`src/core/sflc_consts.svh`:
```
// constants for the synthesizer function latch control block
`ifndef SFLC_CONSTS_SVH
`define SFLC_CONSTS_SVH
`define SFLC_WORD_BITS 24
`define SFLC_SEL_LSB 0
`define SFLC_SEL_REF 2'h0
`define SFLC_SEL_AB 2'h1
`define SFLC_SEL_FUNC 2'h2
`define SFLC_SEL_INIT 2'h3
`define SFLC_CNT_RST_BIT 2
`define SFLC_PD_CTL_BIT 3
`define SFLC_MUX_LSB 4
`define SFLC_PD_POL_BIT 7
`define SFLC_CP_TRI_BIT 8
`define SFLC_SPD_EN_BIT 9
`define SFLC_SPD_VAR_BIT 10
`define SFLC_TMO_LSB 11
`define SFLC_STEADY_LSB 15
`define SFLC_FAST_LSB 18
`define SFLC_PD_SYNC_BIT 21
`define SFLC_PRE_LSB 22
`define SFLC_AB_GAIN_BIT 21
`define SFLC_FUNC_RESET 24'h00_0000
`define SFLC_PULSE_CYC 4'h4
`define SFLC_TMO_UNIT 16'h0003
`endif

```
`src/core/sflc_pkg.sv`:
```
// types for the synthesizer function latch control block
package sflc_pkg;
	typedef logic [23:0] sflc_word_t;
	typedef logic [2:0] sflc_cur_t;
	typedef enum logic [2:0] {
		SFLC_SPD_IDLE = 3'b001,
		SFLC_SPD_V1 = 3'b010,
		SFLC_SPD_V2 = 3'b100
	} sflc_spd_e;
endpackage

```
`src/core/sflc_tmo_rom.sv`:
```
// timeout lookup table: timeout code to phase detector cycles, registered read
`timescale 1ns/1ps
module sflc_tmo_rom (
	input wire logic i_clk,
	input wire logic [3:0] i_code,
	output logic [15:0] o_cycles
);
	// table is a constant so the timeout lengths can be retuned in one place
	function automatic logic [15:0] lookup(input logic [3:0] c);
		lookup = (16'({12'h000, c}) + 16'h0001) * 16'h0004 - 16'h0001;
	endfunction

	// registered read keeps the counter load off a long combinational path
	always_ff @(posedge i_clk) begin
		o_cycles <= lookup(i_code);
	end
endmodule

```
`src/core/sflc_top.sv`:
```
// function and initialization latch control of the synthesizer
`timescale 1ns/1ps
`include "sflc_consts.svh"
module sflc_top (
	input wire logic I_SYS_CLK,
	input wire logic I_RESET,
	input wire logic I_SER_CLK,
	input wire logic I_SER_DATA,
	input wire logic I_LATCH_STROBE,
	input wire logic I_CHIP_ENABLE,
	input wire logic I_PD_EVENT,
	output logic O_POWER_DOWN,
	output logic O_COUNTER_RESET,
	output logic O_CP_TRISTATE,
	output logic O_LOCK_DET_RESET,
	output sflc_pkg::sflc_cur_t O_CP_CURRENT,
	output logic O_SPEEDUP,
	output logic [1:0] O_PRESCALER_SEL,
	output logic [2:0] O_MUX_SEL,
	output logic O_PD_POLARITY,
	output sflc_pkg::sflc_word_t O_REF_WORD,
	output sflc_pkg::sflc_word_t O_AB_WORD,
	output logic O_REF_LOAD,
	output logic O_AB_LOAD
);
	import sflc_pkg::*;

	////////////////////////////////////////////////////////////////////////////
	// pin synchronisers: three stages, a change counts once stages 2 and 3 agree

	logic [2:0] sck_q;
	logic [2:0] sda_q;
	logic [2:0] le_q;
	logic [2:0] ce_q;
	logic [2:0] pde_q;
	logic sck_lvl_q;
	logic le_lvl_q;
	logic ce_lvl_q;
	logic pde_lvl_q;
	logic sck_rise;
	logic le_rise;
	logic pde_rise;

	// stage 1 is only read by stage 2
	always_ff @(posedge I_SYS_CLK) begin
		sck_q <= {sck_q[1:0], I_SER_CLK};
		sda_q <= {sda_q[1:0], I_SER_DATA};
		le_q <= {le_q[1:0], I_LATCH_STROBE};
		ce_q <= {ce_q[1:0], I_CHIP_ENABLE};
		pde_q <= {pde_q[1:0], I_PD_EVENT};
	end

	// filtered levels update only when stages 2 and 3 agree
	always_ff @(posedge I_SYS_CLK) begin
		if (I_RESET) begin
			sck_lvl_q <= 1'b0;
			le_lvl_q <= 1'b0;
			ce_lvl_q <= 1'b0;
			pde_lvl_q <= 1'b0;
		end else begin
			if (sck_q[1] == sck_q[2]) sck_lvl_q <= sck_q[2];
			if (le_q[1] == le_q[2]) le_lvl_q <= le_q[2];
			if (ce_q[1] == ce_q[2]) ce_lvl_q <= ce_q[2];
			if (pde_q[1] == pde_q[2]) pde_lvl_q <= pde_q[2];
		end
	end

	assign sck_rise = (sck_q[1] == sck_q[2]) && sck_q[2] && !sck_lvl_q;
	assign le_rise = (le_q[1] == le_q[2]) && le_q[2] && !le_lvl_q;
	assign pde_rise = (pde_q[1] == pde_q[2]) && pde_q[2] && !pde_lvl_q;

	////////////////////////////////////////////////////////////////////////////
	// serial shift register and latch transfer

	sflc_word_t shift_q;
	sflc_word_t func_q;
	sflc_word_t ref_q;
	sflc_word_t ab_q;
	logic [1:0] sel;
	logic ld_ref;
	logic ld_ab;
	logic ld_func;
	logic ld_init;

	// shifting never stops, power-down does not gate it
	always_ff @(posedge I_SYS_CLK) begin
		if (I_RESET) begin
			shift_q <= '0;
		end else if (sck_rise) begin
			shift_q <= {shift_q[22:0], sda_q[2]};
		end
	end

	assign sel = shift_q[`SFLC_SEL_LSB +: 2];
	assign ld_ref = le_rise && (sel == `SFLC_SEL_REF);
	assign ld_ab = le_rise && (sel == `SFLC_SEL_AB);
	assign ld_func = le_rise && (sel == `SFLC_SEL_FUNC);
	assign ld_init = le_rise && (sel == `SFLC_SEL_INIT);

	// function and initialization latches share one layout and one store
	always_ff @(posedge I_SYS_CLK) begin
		if (I_RESET) begin
			func_q <= `SFLC_FUNC_RESET;
		end else if (ld_func || ld_init) begin
			func_q <= shift_q;
		end
	end

	// reference word is passed on untouched
	always_ff @(posedge I_SYS_CLK) begin
		if (I_RESET) begin
			ref_q <= '0;
		end else if (ld_ref) begin
			ref_q <= shift_q;
		end
	end

	////////////////////////////////////////////////////////////////////////////
	// function field decode

	logic cnt_rst;
	logic pd_ctl;
	logic pd_sync;
	logic spd_en;
	logic spd_var;
	logic cp_tri;
	logic [3:0] tmo_sel;

	assign cnt_rst = func_q[`SFLC_CNT_RST_BIT];
	assign pd_ctl = func_q[`SFLC_PD_CTL_BIT];
	assign pd_sync = func_q[`SFLC_PD_SYNC_BIT];
	assign spd_en = func_q[`SFLC_SPD_EN_BIT];
	assign spd_var = func_q[`SFLC_SPD_VAR_BIT];
	assign cp_tri = func_q[`SFLC_CP_TRI_BIT];
	assign tmo_sel = func_q[`SFLC_TMO_LSB +: 4];

	////////////////////////////////////////////////////////////////////////////
	// internal reset pulse after initialization and the first AB load after it

	logic ab_armed_q;
	logic [3:0] pulse_q;
	logic pulse_act;

	// arming is cleared by the first AB load, so later ones stay quiet
	always_ff @(posedge I_SYS_CLK) begin
		if (I_RESET) begin
			ab_armed_q <= 1'b0;
		end else if (ld_init) begin
			ab_armed_q <= 1'b1;
		end else if (ld_ab) begin
			ab_armed_q <= 1'b0;
		end
	end

	// a few cycles wide so downstream counters see it whatever their phase
	always_ff @(posedge I_SYS_CLK) begin
		if (I_RESET) begin
			pulse_q <= '0;
		end else if (ld_init || (ld_ab && ab_armed_q)) begin
			pulse_q <= `SFLC_PULSE_CYC;
		end else if (pulse_q != 4'h0) begin
			pulse_q <= pulse_q - 4'h1;
		end
	end

	assign pulse_act = (pulse_q != 4'h0);

	////////////////////////////////////////////////////////////////////////////
	// power-down control

	logic sync_pd_q;
	logic pd_now;

	// synchronous power-down latches on the next pump event or init pulse;
	// the init word is judged from the shifter since func_q is not loaded yet
	always_ff @(posedge I_SYS_CLK) begin
		if (I_RESET) begin
			sync_pd_q <= 1'b0;
		end else if (ld_init && ce_lvl_q && shift_q[`SFLC_PD_CTL_BIT]
			&& shift_q[`SFLC_PD_SYNC_BIT]) begin
			sync_pd_q <= 1'b1;
		end else if (!(pd_ctl && pd_sync)) begin
			sync_pd_q <= 1'b0;
		end else if (pde_rise) begin
			sync_pd_q <= 1'b1;
		end
	end

	// enable pin overrides both programmed modes
	assign pd_now = !ce_lvl_q
		|| (pd_ctl && !pd_sync)
		|| sync_pd_q;

	////////////////////////////////////////////////////////////////////////////
	// speedup state and AB latch with self-clearing gain bit

	sflc_spd_e spd_q;
	logic [15:0] tmo_len;
	logic [15:0] tmo_cnt_q;
	logic [15:0] unit_q;
	logic tmo_done;
	logic gain;

	sflc_tmo_rom u_rom (
		.i_clk(I_SYS_CLK),
		.i_code(tmo_sel),
		.o_cycles(tmo_len)
	);

	assign gain = ab_q[`SFLC_AB_GAIN_BIT];
	assign tmo_done = (spd_q == SFLC_SPD_V2) && (tmo_cnt_q == 16'h0000)
		&& (unit_q == 16'h0000);

	// timeout clears the gain bit; a fresh AB write in the same cycle wins
	always_ff @(posedge I_SYS_CLK) begin
		if (I_RESET) begin
			ab_q <= '0;
		end else if (ld_ab) begin
			ab_q <= shift_q;
		end else if (tmo_done) begin
			ab_q[`SFLC_AB_GAIN_BIT] <= 1'b0;
		end
	end

	// speedup mode follows enable, variant and the gain bit
	always_ff @(posedge I_SYS_CLK) begin
		if (I_RESET) begin
			spd_q <= SFLC_SPD_IDLE;
		end else if (!spd_en || !gain || tmo_done) begin
			spd_q <= SFLC_SPD_IDLE;
		end else begin
			spd_q <= spd_var ? SFLC_SPD_V2 : SFLC_SPD_V1;
		end
	end

	// one phase detector cycle approximated by a fixed system-clock prescale
	always_ff @(posedge I_SYS_CLK) begin
		if (I_RESET || spd_q != SFLC_SPD_V2 || pd_now || pulse_act) begin
			unit_q <= `SFLC_TMO_UNIT;
		end else if (unit_q == 16'h0000) begin
			unit_q <= `SFLC_TMO_UNIT;
		end else begin
			unit_q <= unit_q - 16'h0001;
		end
	end

	// counter sits at load state unless variant two is running
	always_ff @(posedge I_SYS_CLK) begin
		if (I_RESET || spd_q != SFLC_SPD_V2 || pd_now || pulse_act) begin
			tmo_cnt_q <= tmo_len;
		end else if (unit_q == 16'h0000 && tmo_cnt_q != 16'h0000) begin
			tmo_cnt_q <= tmo_cnt_q - 16'h0001;
		end
	end

	////////////////////////////////////////////////////////////////////////////
	// registered outputs

	// counters held while reset bit, power-down or pulse; release aligns them
	always_ff @(posedge I_SYS_CLK) begin
		if (I_RESET) begin
			O_POWER_DOWN <= 1'b1;
			O_COUNTER_RESET <= 1'b1;
			O_CP_TRISTATE <= 1'b1;
			O_LOCK_DET_RESET <= 1'b1;
		end else begin
			O_POWER_DOWN <= pd_now;
			O_COUNTER_RESET <= cnt_rst || pd_now || pulse_act;
			O_CP_TRISTATE <= cp_tri || pd_now || pulse_act || cnt_rst;
			O_LOCK_DET_RESET <= pd_now;
		end
	end

	// pump current picks fast setting only while speedup is live
	always_ff @(posedge I_SYS_CLK) begin
		if (I_RESET) begin
			O_CP_CURRENT <= '0;
			O_SPEEDUP <= 1'b0;
		end else if (spd_q != SFLC_SPD_IDLE) begin
			O_CP_CURRENT <= func_q[`SFLC_FAST_LSB +: 3];
			O_SPEEDUP <= 1'b1;
		end else begin
			O_CP_CURRENT <= func_q[`SFLC_STEADY_LSB +: 3];
			O_SPEEDUP <= 1'b0;
		end
	end

	// plain configuration fields and the other latches
	always_ff @(posedge I_SYS_CLK) begin
		if (I_RESET) begin
			O_PRESCALER_SEL <= '0;
			O_MUX_SEL <= '0;
			O_PD_POLARITY <= 1'b0;
			O_REF_WORD <= '0;
			O_AB_WORD <= '0;
			O_REF_LOAD <= 1'b0;
			O_AB_LOAD <= 1'b0;
		end else begin
			O_PRESCALER_SEL <= func_q[`SFLC_PRE_LSB +: 2];
			O_MUX_SEL <= func_q[`SFLC_MUX_LSB +: 3];
			O_PD_POLARITY <= func_q[`SFLC_PD_POL_BIT];
			O_REF_WORD <= ref_q;
			O_AB_WORD <= ab_q;
			O_REF_LOAD <= ld_ref;
			O_AB_LOAD <= ld_ab;
		end
	end
endmodule

```
`config.mk`:
```
export PLATFORM = sky130hd
export DESIGN_NAME = sflc_top
export DESIGN_NICKNAME = d
export VERILOG_FILES = /design/src/core/sflc_pkg.sv /design/src/core/sflc_tmo_rom.sv /design/src/core/sflc_top.sv
export VERILOG_INCLUDE_DIRS = /design/src /design/src/core
export SDC_FILE = /design/constraint.sdc
export NUM_CORES = 1
export LEC_CHECK = 0
export ABC_AREA = 1
export BUFFER_PORTS_ARGS = -buffer_cell sky130_fd_sc_hd__buf_2
export CAP_MARGIN = 30
export CORE_MARGIN = 2
export CORE_UTILIZATION = 55
export DETAILED_ROUTE_END_ITERATION = 10
export GPL_TIMING_DRIVEN = 0
export HOLD_SLACK_MARGIN = 0.05
export PLACE_DENSITY = 0.75
export SYNTH_ARGS = -nofsm -noshare
export SYNTH_HDL_FRONTEND = slang
export SYNTH_SLANG_ARGS = --single-unit
```
`constraint.sdc`:
```
create_clock -name I_SYS_CLK -period 2.7 [get_ports I_SYS_CLK]
set_input_delay 0.27 -clock I_SYS_CLK [delete_from_list [all_inputs] [get_ports I_SYS_CLK]]
set_output_delay 0.27 -clock I_SYS_CLK [all_outputs]
set_load 0.01 [all_outputs]
```
==> results of run 1 <==
-- cell families (layout without fill, tap and decap cells) --
kind of cell / count (synthesis) / after routing / share of synthesized area
AND/OR/NAND/NOR: 334 / 334 / 0.181
flip-flops: 226 / 226 / 0.593
buffers and inverters: 173 / 285 / 0.0883
AO/OA/AOI/OAI: 147 / 147 / 0.107
XOR/XNOR: 15 / 15 / 0.0166
adder cells (fa/ha/maj): 9 / 9 / 0.0143
-- flip-flops by register name, summed over array words and instances, names as in the netlist, 4 cells and up --
signal,flops
O_REF_WORD,24
pulse_q,4
u_rom.o_cycles,9
shift_q,24
func_q,22
unit_q,16
ab_q,24
O_AB_WORD,24
tmo_cnt_q,16
ref_q,24
-- stage by stage --
step | cell area [sq um] | hold slack (ns)
2_1_floorplan | 7890 | 0.298
3_3_place_gp | 8460 | 0.313
3_5_place_dp | 8480 | 0.312
4_1_cts | 9280 | 0.143
5_1_grt | 9280 | 0.148
6_report | 9280 | 0.149
-- area by class of cell --
type,instances,area [sq um]
Clock buffer,27,622
Timing Repair Buffer,75,407
Multi-Input combinational cell,505,2510
Fill cell,1149,4650
Clock inverter,10,136
Tap cell,180,225
Sequential cell,226,4680
Inverter,139,524
Buffer,34,173
-- critical path, delay by kind of cell (launching register included) --
family	cells	cell delay [ns]
buffers and inverters	4	0.63
flip-flops	1	0.33
adder cells (fa/ha/maj)	1	0.22
AND/OR/NAND/NOR	6	0.84
-- where the power goes --
| group | total (mW) | internal (mW) | leakage, nW | switching, mW |
|---|---|---|---|---|
| Clock | 3.16 | 1.93 | 0.376 | 1.23 |
| Sequential | 3.60 | 3.51 | 1.90 | 0.0876 |
| Combinational | 0.479 | 0.180 | 2.04 | 0.299 |
| Total | 7.24 | 5.62 | 4.32 | 1.62 |
-- cell usage in the layout, fill, tap and decap left out, types with 4 or more instances in the layout --
master,synthesis,routed
o21ai_0,55,55
nor2_1,159,159
o22a_1,21,21
dlygate4sd3_1,0,5
inv_1,134,134
inv_2,4,4
ha_1,9,9
xnor2_1,6,6
o22ai_1,22,22
buf_2,14,83
dfxtp_1,210,210
clkinv_2,0,4
nand3_1,36,36
nor3_1,8,8
xor2_1,9,9
a21oi_1,46,46
nor2_2,4,4
clkbuf_16,0,24
clkbuf_1,13,15
nand4_1,4,4
nand2_1,108,108
edfxtp_1,16,16
-- synth_stat cells --
master,instances,area share
o22ai_1,22,0.017
nand4_4,1,0.0027
nand3_2,1,0.0013
a21oi_1,46,0.029
nand2_1,108,0.051
buf_1,1,0.00048
inv_1,134,0.064
buf_2,14,0.0089
nor2_2,4,0.0032
xor2_1,9,0.010
nor2_1,159,0.076
nand3b_1,2,0.0019
or2_2,3,0.0024
inv_4,1,0.00079
nand4_1,4,0.0032
xnor2_1,6,0.0067
buf_6,2,0.0029
nand3_4,1,0.0022
clkbuf_1,13,0.0062
o21ai_0,55,0.035
nand2_2,1,0.00079
clkbuf_2,1,0.00063
nor3_4,1,0.0021
ha_1,9,0.014
nand3_1,36,0.023
o22a_1,21,0.023
nor3_1,8,0.0051
buf_4,3,0.0029
nor3b_1,2,0.0019
dfxtp_1,210,0.53
inv_2,4,0.0019
edfxtp_1,16,0.061
o21ai_1,3,0.0019
nor2_4,3,0.0043
-- path summary, 6_finish.rpt --
check / startpoint / end / slack [ns]
max: pulse_q[0] / tmo_cnt_q[14] / 0.40
min: I_RESET / ref_q[2] / 0.15
max reg2reg: pulse_q[0] / tmo_cnt_q[14] / 0.40
min reg2reg: pde_q[0] / pde_q[1] / 0.32
-- per-layer routing --
layer	routed length, um	GRT usage	up-vias
met3	672	0.0330	33
met2	7620	0.371	124
li1	-	-	3053
met5	0	0	-
met4	361	0.0639	0
met1	7270	0.272	2719
==> flow_summary_export.csv, run 1 <==
group,metric,value,unit
clock_network,clockBufferDepth,3,
route,via_per_inst,4.96,
placement,place_ws,0.392,ns
timing,setup_viol,0,
floorplanning,io_pins,71,
route,drtAntennaViolNets,0,
finish,area_growth,17.6,%
critical_path,endpoint_kind,"flip-flop",
yosys,yosys_warnings,0,
clock_network,post_cts_buffers,0,
floorplanning,die_y,124,um
global_routing,grt_overflow,0,
clock_network,tritoncts,"done",
global_routing,grt_max_degree,17,
yosys,synth_seq_cells,226,
floorplanning,coreArea,13900,sq um
yosys,synth_nets,920,
clock_network,hold_buffers,5,
timing,rsz0062_at_grt,"no",
critical_path,crit_arrival,2.50,ns
clock_network,numCtsBuffers,22,
timing,relSlewSlack,0.597,
critical_path,path_cells,"inv_1 -> ha_1 -> nand2_1 -> nor2_4 -> inv_2 -> nor2_2 -> nand2_1 -> buf_2 -> nor2_1 -> nor2_1 -> buf_6",
finish,nNetsFinal,1019,
finish,diodes,0,
floorplanning,die_area,15300,sq um
critical_path,crit_type,"reg2reg",
global_routing,grt_antenna_before_repair,0,
timing,tns,0,ns
finish,final_layout_size_suffix_gt1_frac,0.143,
floorplanning,die_x,124,um
clock_network,cts_resized,0,
worst_hold_path,hp-class,"in2reg",
global_routing,grt_usage,0.213,
power_and_ir_drop,power,7.24,mW
placement,dp_hpwl,10.7,mm
critical_path,slowest_delay,0.45,ns
global_routing,grt_pass1_wl,26.3,mm
yosys,syn_area_per_cell,8.73,sq um
route,wl_per_cell,13.3,um
critical_path,worst_r2r_path_depth,11,
clock_network,clk_transition_reported_paths,0.07,ns
critical_path,required,2.90,ns
yosys,syn_area,7890,sq um
timing,tightest_slew,0.599,ns
yosys,syn_inst,904,
critical_path,worst-path-max-fanout,11,
timing,post-route-min-period,2.30,ns
yosys,ys_seq_area_frac,0.593,
route,drt-pass1-iter-count,4,
timing,fin_skew,0.00906,ns
critical_path,slowest_stage,"nor2_1",
global_routing,grt_pass1_vias,5647,
route,remaining_drc_errors,0,
floorplanning,num_rows,43,
outcome,status,"finished, final reports clean",
finish,stdcell_count,1196,
timing,slew_viol_final,0,
placement,io_buffers,69,
power_and_ir_drop,irDropWorstVdd,0.587,mV
worst_hold_path,holdPathStages,4,
placement,gp_congestion,0.860,
floorplanning,start_util,0.566,
clock_network,h-tree-depth,1,
timing,fin_crit_sh,0.852,
timing,worst_slack,0.398,ns
route,drt_iter0_drc,259,
clock_network,cts_num_sinks,226,
timing,clock.fmax,434,MHz
timing,finalHoldViolations,0,
flow_run,drv_cap,0,
clock_network,root_buffer,"clkbuf_16",
clock_network,insertion_delay,0.49,ns
route,dr_total_vias,5929,
finish,post-route-util,0.666,
placement,placed_cells,1154,
route,finalWirelength,15.9,mm
critical_path,critPathLaunchType,"flip-flop",
power_and_ir_drop,power_density,779,nW/um^2
yosys,synth_cell_type_count,34,
power_and_ir_drop,total_leakage_power,4.32,nW
(Power assumes the default switching activity.)
==> run 2, diff against run 1 <==
--- a/config.mk
+++ b/config.mk
@@ -6,7 +6,6 @@
 export SDC_FILE = /design/constraint.sdc
 export NUM_CORES = 1
 export LEC_CHECK = 0
-export ABC_AREA = 1
 export BUFFER_PORTS_ARGS = -buffer_cell sky130_fd_sc_hd__buf_2
 export CAP_MARGIN = 30
 export CORE_MARGIN = 2
==> run 2 against run 1 <==
Against the previous run: sequential cell count unchanged; sequential share of layout area increased by 0.59 points; power decreased by 5.3%; clock power about the same; clock-buffer cell count increased by 7; final area decreased by 1.2%; global-route usage increased by 0.73 points; synthesized area decreased by 1.6%; sequential power decreased by 4%; worst setup slack got worse by 0.077 ns; worst hold slack improved by 0.18 ns; critical path depth decreased by 4; critical endpoint unchanged; largest cell class unchanged; highest routed layer unchanged.
==> flow_summary_export.csv, run 2 <==
group,metric,value,unit
critical_path,worst-path-max-fanout,19,
finish,seqCellArea,4680,sq um
finish,post-route-util,0.664,
route,dr_total_vias,5849,
power_and_ir_drop,p_int,5.40,mW
floorplanning,die_area,15100,sq um
global_routing,grt_overflow,0,
floorplanning,die_y,123,um
critical_path,reg2reg_slack,0.32,ns
yosys,synth_edf_count,16,
power_and_ir_drop,irDropWorstVdd,0.517,mV
clock_network,root_buffer,"clkbuf_16",
critical_path,crit_type,"reg2reg",
yosys,yosysMostFrequentCell,"dfxtp_1",
placement,gp_congestion,0.806,
timing,clock.fmax,420,MHz
finish,final_layout_size_suffix_gt1_frac,0.127,
worst_hold_path,holdPathEnd,"le_q[1]",
finish,final_common_cell,"dfxtp_1",
yosys,ys_seq_area_frac,0.603,
floorplanning,start_util,0.562,
route,finalWirelength,16.1,mm
timing,rsz0062_at_grt,"no",
clock_network,h-tree-depth,1,
timing,slew_viol_final,0,
yosys,synth_common_cells,"dfxtp_1 (210), nand2_1 (198), a21oi_1 (107), nor2b_1 (62), nor2_1 (43)",
yosys,yosys_warnings,0,
power_and_ir_drop,switching_power,1.45,mW
critical_path,required,2.92,ns
timing,relSlewSlack,0.329,
finish,multi_input_area,2870,sq um
floorplanning,coreArea,13800,sq um
power_and_ir_drop,clockPowerShare,0.462,
finish,fillCellCount,1113,
finish,diodes,0,
worst_hold_path,holdPathStages,0,
finish,area_growth,18.2,%
power_and_ir_drop,combPwrFrac,0.036,
timing,finalHoldViolations,0,
yosys,synth_seq_cells,226,
finish,nNetsFinal,946,
clock_network,clockBufferDepth,3,
yosys,syn_inst,829,
route,remaining_drc_errors,0,
route,via_per_inst,5.20,
clock_network,tritoncts,"done",
route,wl_met1,7.15,mm
placement,placed_cells,1080,
global_routing,grt_max_degree,15,
yosys,synth.top_cell.area_share,0.541,
timing,tightest_slew,1.00,ns
yosys,async_flop_share,0,
critical_path,crit_arrival,2.60,ns
power_and_ir_drop,power_density,746,nW/um^2
clock_network,clk_transition_reported_paths,0.06,ns
floorplanning,num_rows,43,
power_and_ir_drop,p_sw_frac,0.212,
route,drtAntennaViolNets,0,
global_routing,grt_pass1_wl,26.6,mm
yosys,synth_top_area_cell,"dfxtp_1",
clock_network,cts_resized,0,
timing,fin_crit_sh,0.881,
flow_run,drv_cap,0,
clock_network,insertion_delay,0.52,ns
floorplanning,die_x,123,um
timing,post-route-min-period,2.38,ns
finish,layout_common_cells,"dfxtp_1 (210), nand2_1 (198), a21oi_1 (107)",
critical_path,worst_r2r_path_depth,7,
power_and_ir_drop,total_leakage_power,3.55,nW
critical_path,r2r_start,"pulse_q[0]",
clock_network,numCtsBuffers,23,
yosys,ys.flop_type,"dfxtp_1",
worst_hold_path,worstHoldStart,"le_q[0]",
route,wl_per_cell,14.3,um
yosys,syn_area_per_cell,9.37,sq um
yosys,synthTopCellsByArea,"dfxtp_1 (54%), nand2_1 (9.6%), a21oi_1 (6.9%)",
power_and_ir_drop,p_seq_frac,0.502,
placement,io_buffers,70,
timing,fin_hold_ws,0.327,ns
worst_hold_path,hp-class,"reg2reg",
finish,stdcell_count,1125,
critical_path,critPathLaunchType,"flip-flop",
critical_path,r2r-end,"tmo_cnt_q[14]",
outcome,status,"finished, final reports clean",
global_routing,grt_pass1_vias,5519,
global_routing,grt_antenna_before_repair,0,
timing,setup_viol,0,
global_routing,grt_usage,0.220,
route,wl_met2,7.75,mm
power_and_ir_drop,power,6.85,mW
route,top_layer,"met4",
yosys,syn_area,7760,sq um
yosys,synth_nets,845,
timing,fin_skew,0.0185,ns
route,drt-pass1-iter-count,5,
floorplanning,io_pins,71,
clock_network,cts_num_sinks,226,
critical_path,startpoint,"pulse_q[0]",
yosys,synth_cell_type_count,49,
placement,dp_hpwl,10.8,mm
critical_path,endpoint_kind,"flip-flop",
clock_network,post_cts_buffers,0,
route,route.met3.wl,729,um
route,drt_iter0_drc,368,
-- run 2: cell count changes in the layout (fill, tap and decap cells not counted), moves of 6 or more --
| cell | change |
|---|---|
| clkbuf_1 | +34 |
| a21oi_1 | +61 |
| nor4_1 | +6 |
| o22ai_1 | -22 |
| buf_2 | -11 |
| nand3_1 | -26 |
| nor2_1 | -116 |
| o21ai_0 | -50 |
| mux2i_1 | +7 |
| nor2b_1 | +62 |
| nand2_1 | +90 |
| inv_1 | -125 |
| o22a_1 | -21 |
-- run 2: per-layer routing --
metal | global-route usage | vias up
li1 | - | 2935
met1 | 0.286 | 2727
met2 | 0.373 | 147
met3 | 0.0372 | 40
met4 | 0.0740 | 0
met5 | 0 | -
-- run 2: power groups by stage --
stage	Sequential, mW	Clock [mW]	Combinational [mW]
after floorplan	3.51	0	0.183
after global placement	3.51	0	0.237
after detailed placement	3.51	0	0.241
after CTS	3.44	3.20	0.249
after global routing	3.44	3.33	0.287
final	3.44	3.16	0.248
-- run 2: critical path: stages, from the launching register on --
cell and delay, ns:
dfxtp_1 0.30, inv_1 0.08, ha_1 0.23, nor3b_1 0.29, and4_1 0.27, buf_2 0.34
buf_1 0.41, a31oi_1 0.16
-- run 2: worst max-delay path by stage --
stage / to / slack (ns) / depth (start not counted)
after global placement: tmo_cnt_q[12] / -0.59 / 6
after floorplan: tmo_cnt_q[0] / 0.01 / 6
after detailed placement: tmo_cnt_q[12] / 0.09 / 8
after CTS: tmo_cnt_q[14] / 0.08 / 8
final: tmo_cnt_q[14] / 0.32 / 7
after global routing: tmo_cnt_q[9] / 0.11 / 7
-- run 2: layout make-up --
type                       count  share of cell area
inverter                       9             0.00368
tap                          180              0.0245
buffer                        46              0.0195
multi-input combinational    547               0.313
clock buffer                  34              0.0716
timing repair buffer          77              0.0460
clock inverter                 6              0.0116
sequential                   226               0.510
-- run 2: logic make-up (layout without fill, tap and decap cells) --
family / Yosys count / count (layout) / share of synthesized area
AO/OA/AOI/OAI: 133 / 133 / 0.0928
buffers and inverters: 56 / 172 / 0.0279
XOR/XNOR: 22 / 22 / 0.0248
flip-flops: 226 / 226 / 0.603
multiplexers: 8 / 8 / 0.0105
adder cells (fa/ha/maj): 9 / 9 / 0.0145
AND/OR/NAND/NOR: 375 / 375 / 0.226
-- run 2: stage by stage --
step | cell area, sq um | worst slack [ns] | TNS (ns)
6_report | 9180 | 0.321 | 0
3_3_place_gp | 8340 | -0.586 | -9.37
5_1_grt | 9180 | 0.110 | 0
2_1_floorplan | 7760 | 0.0109 | 0
3_5_place_dp | 8360 | 0.0945 | 0
4_1_cts | 9180 | 0.0811 | 0
-- run 2: repair_timing --
action                                 CTS  global route
endpoints found under the hold margin    7             0
setup endpoints to repair                0             9
hold buffers                             6             0
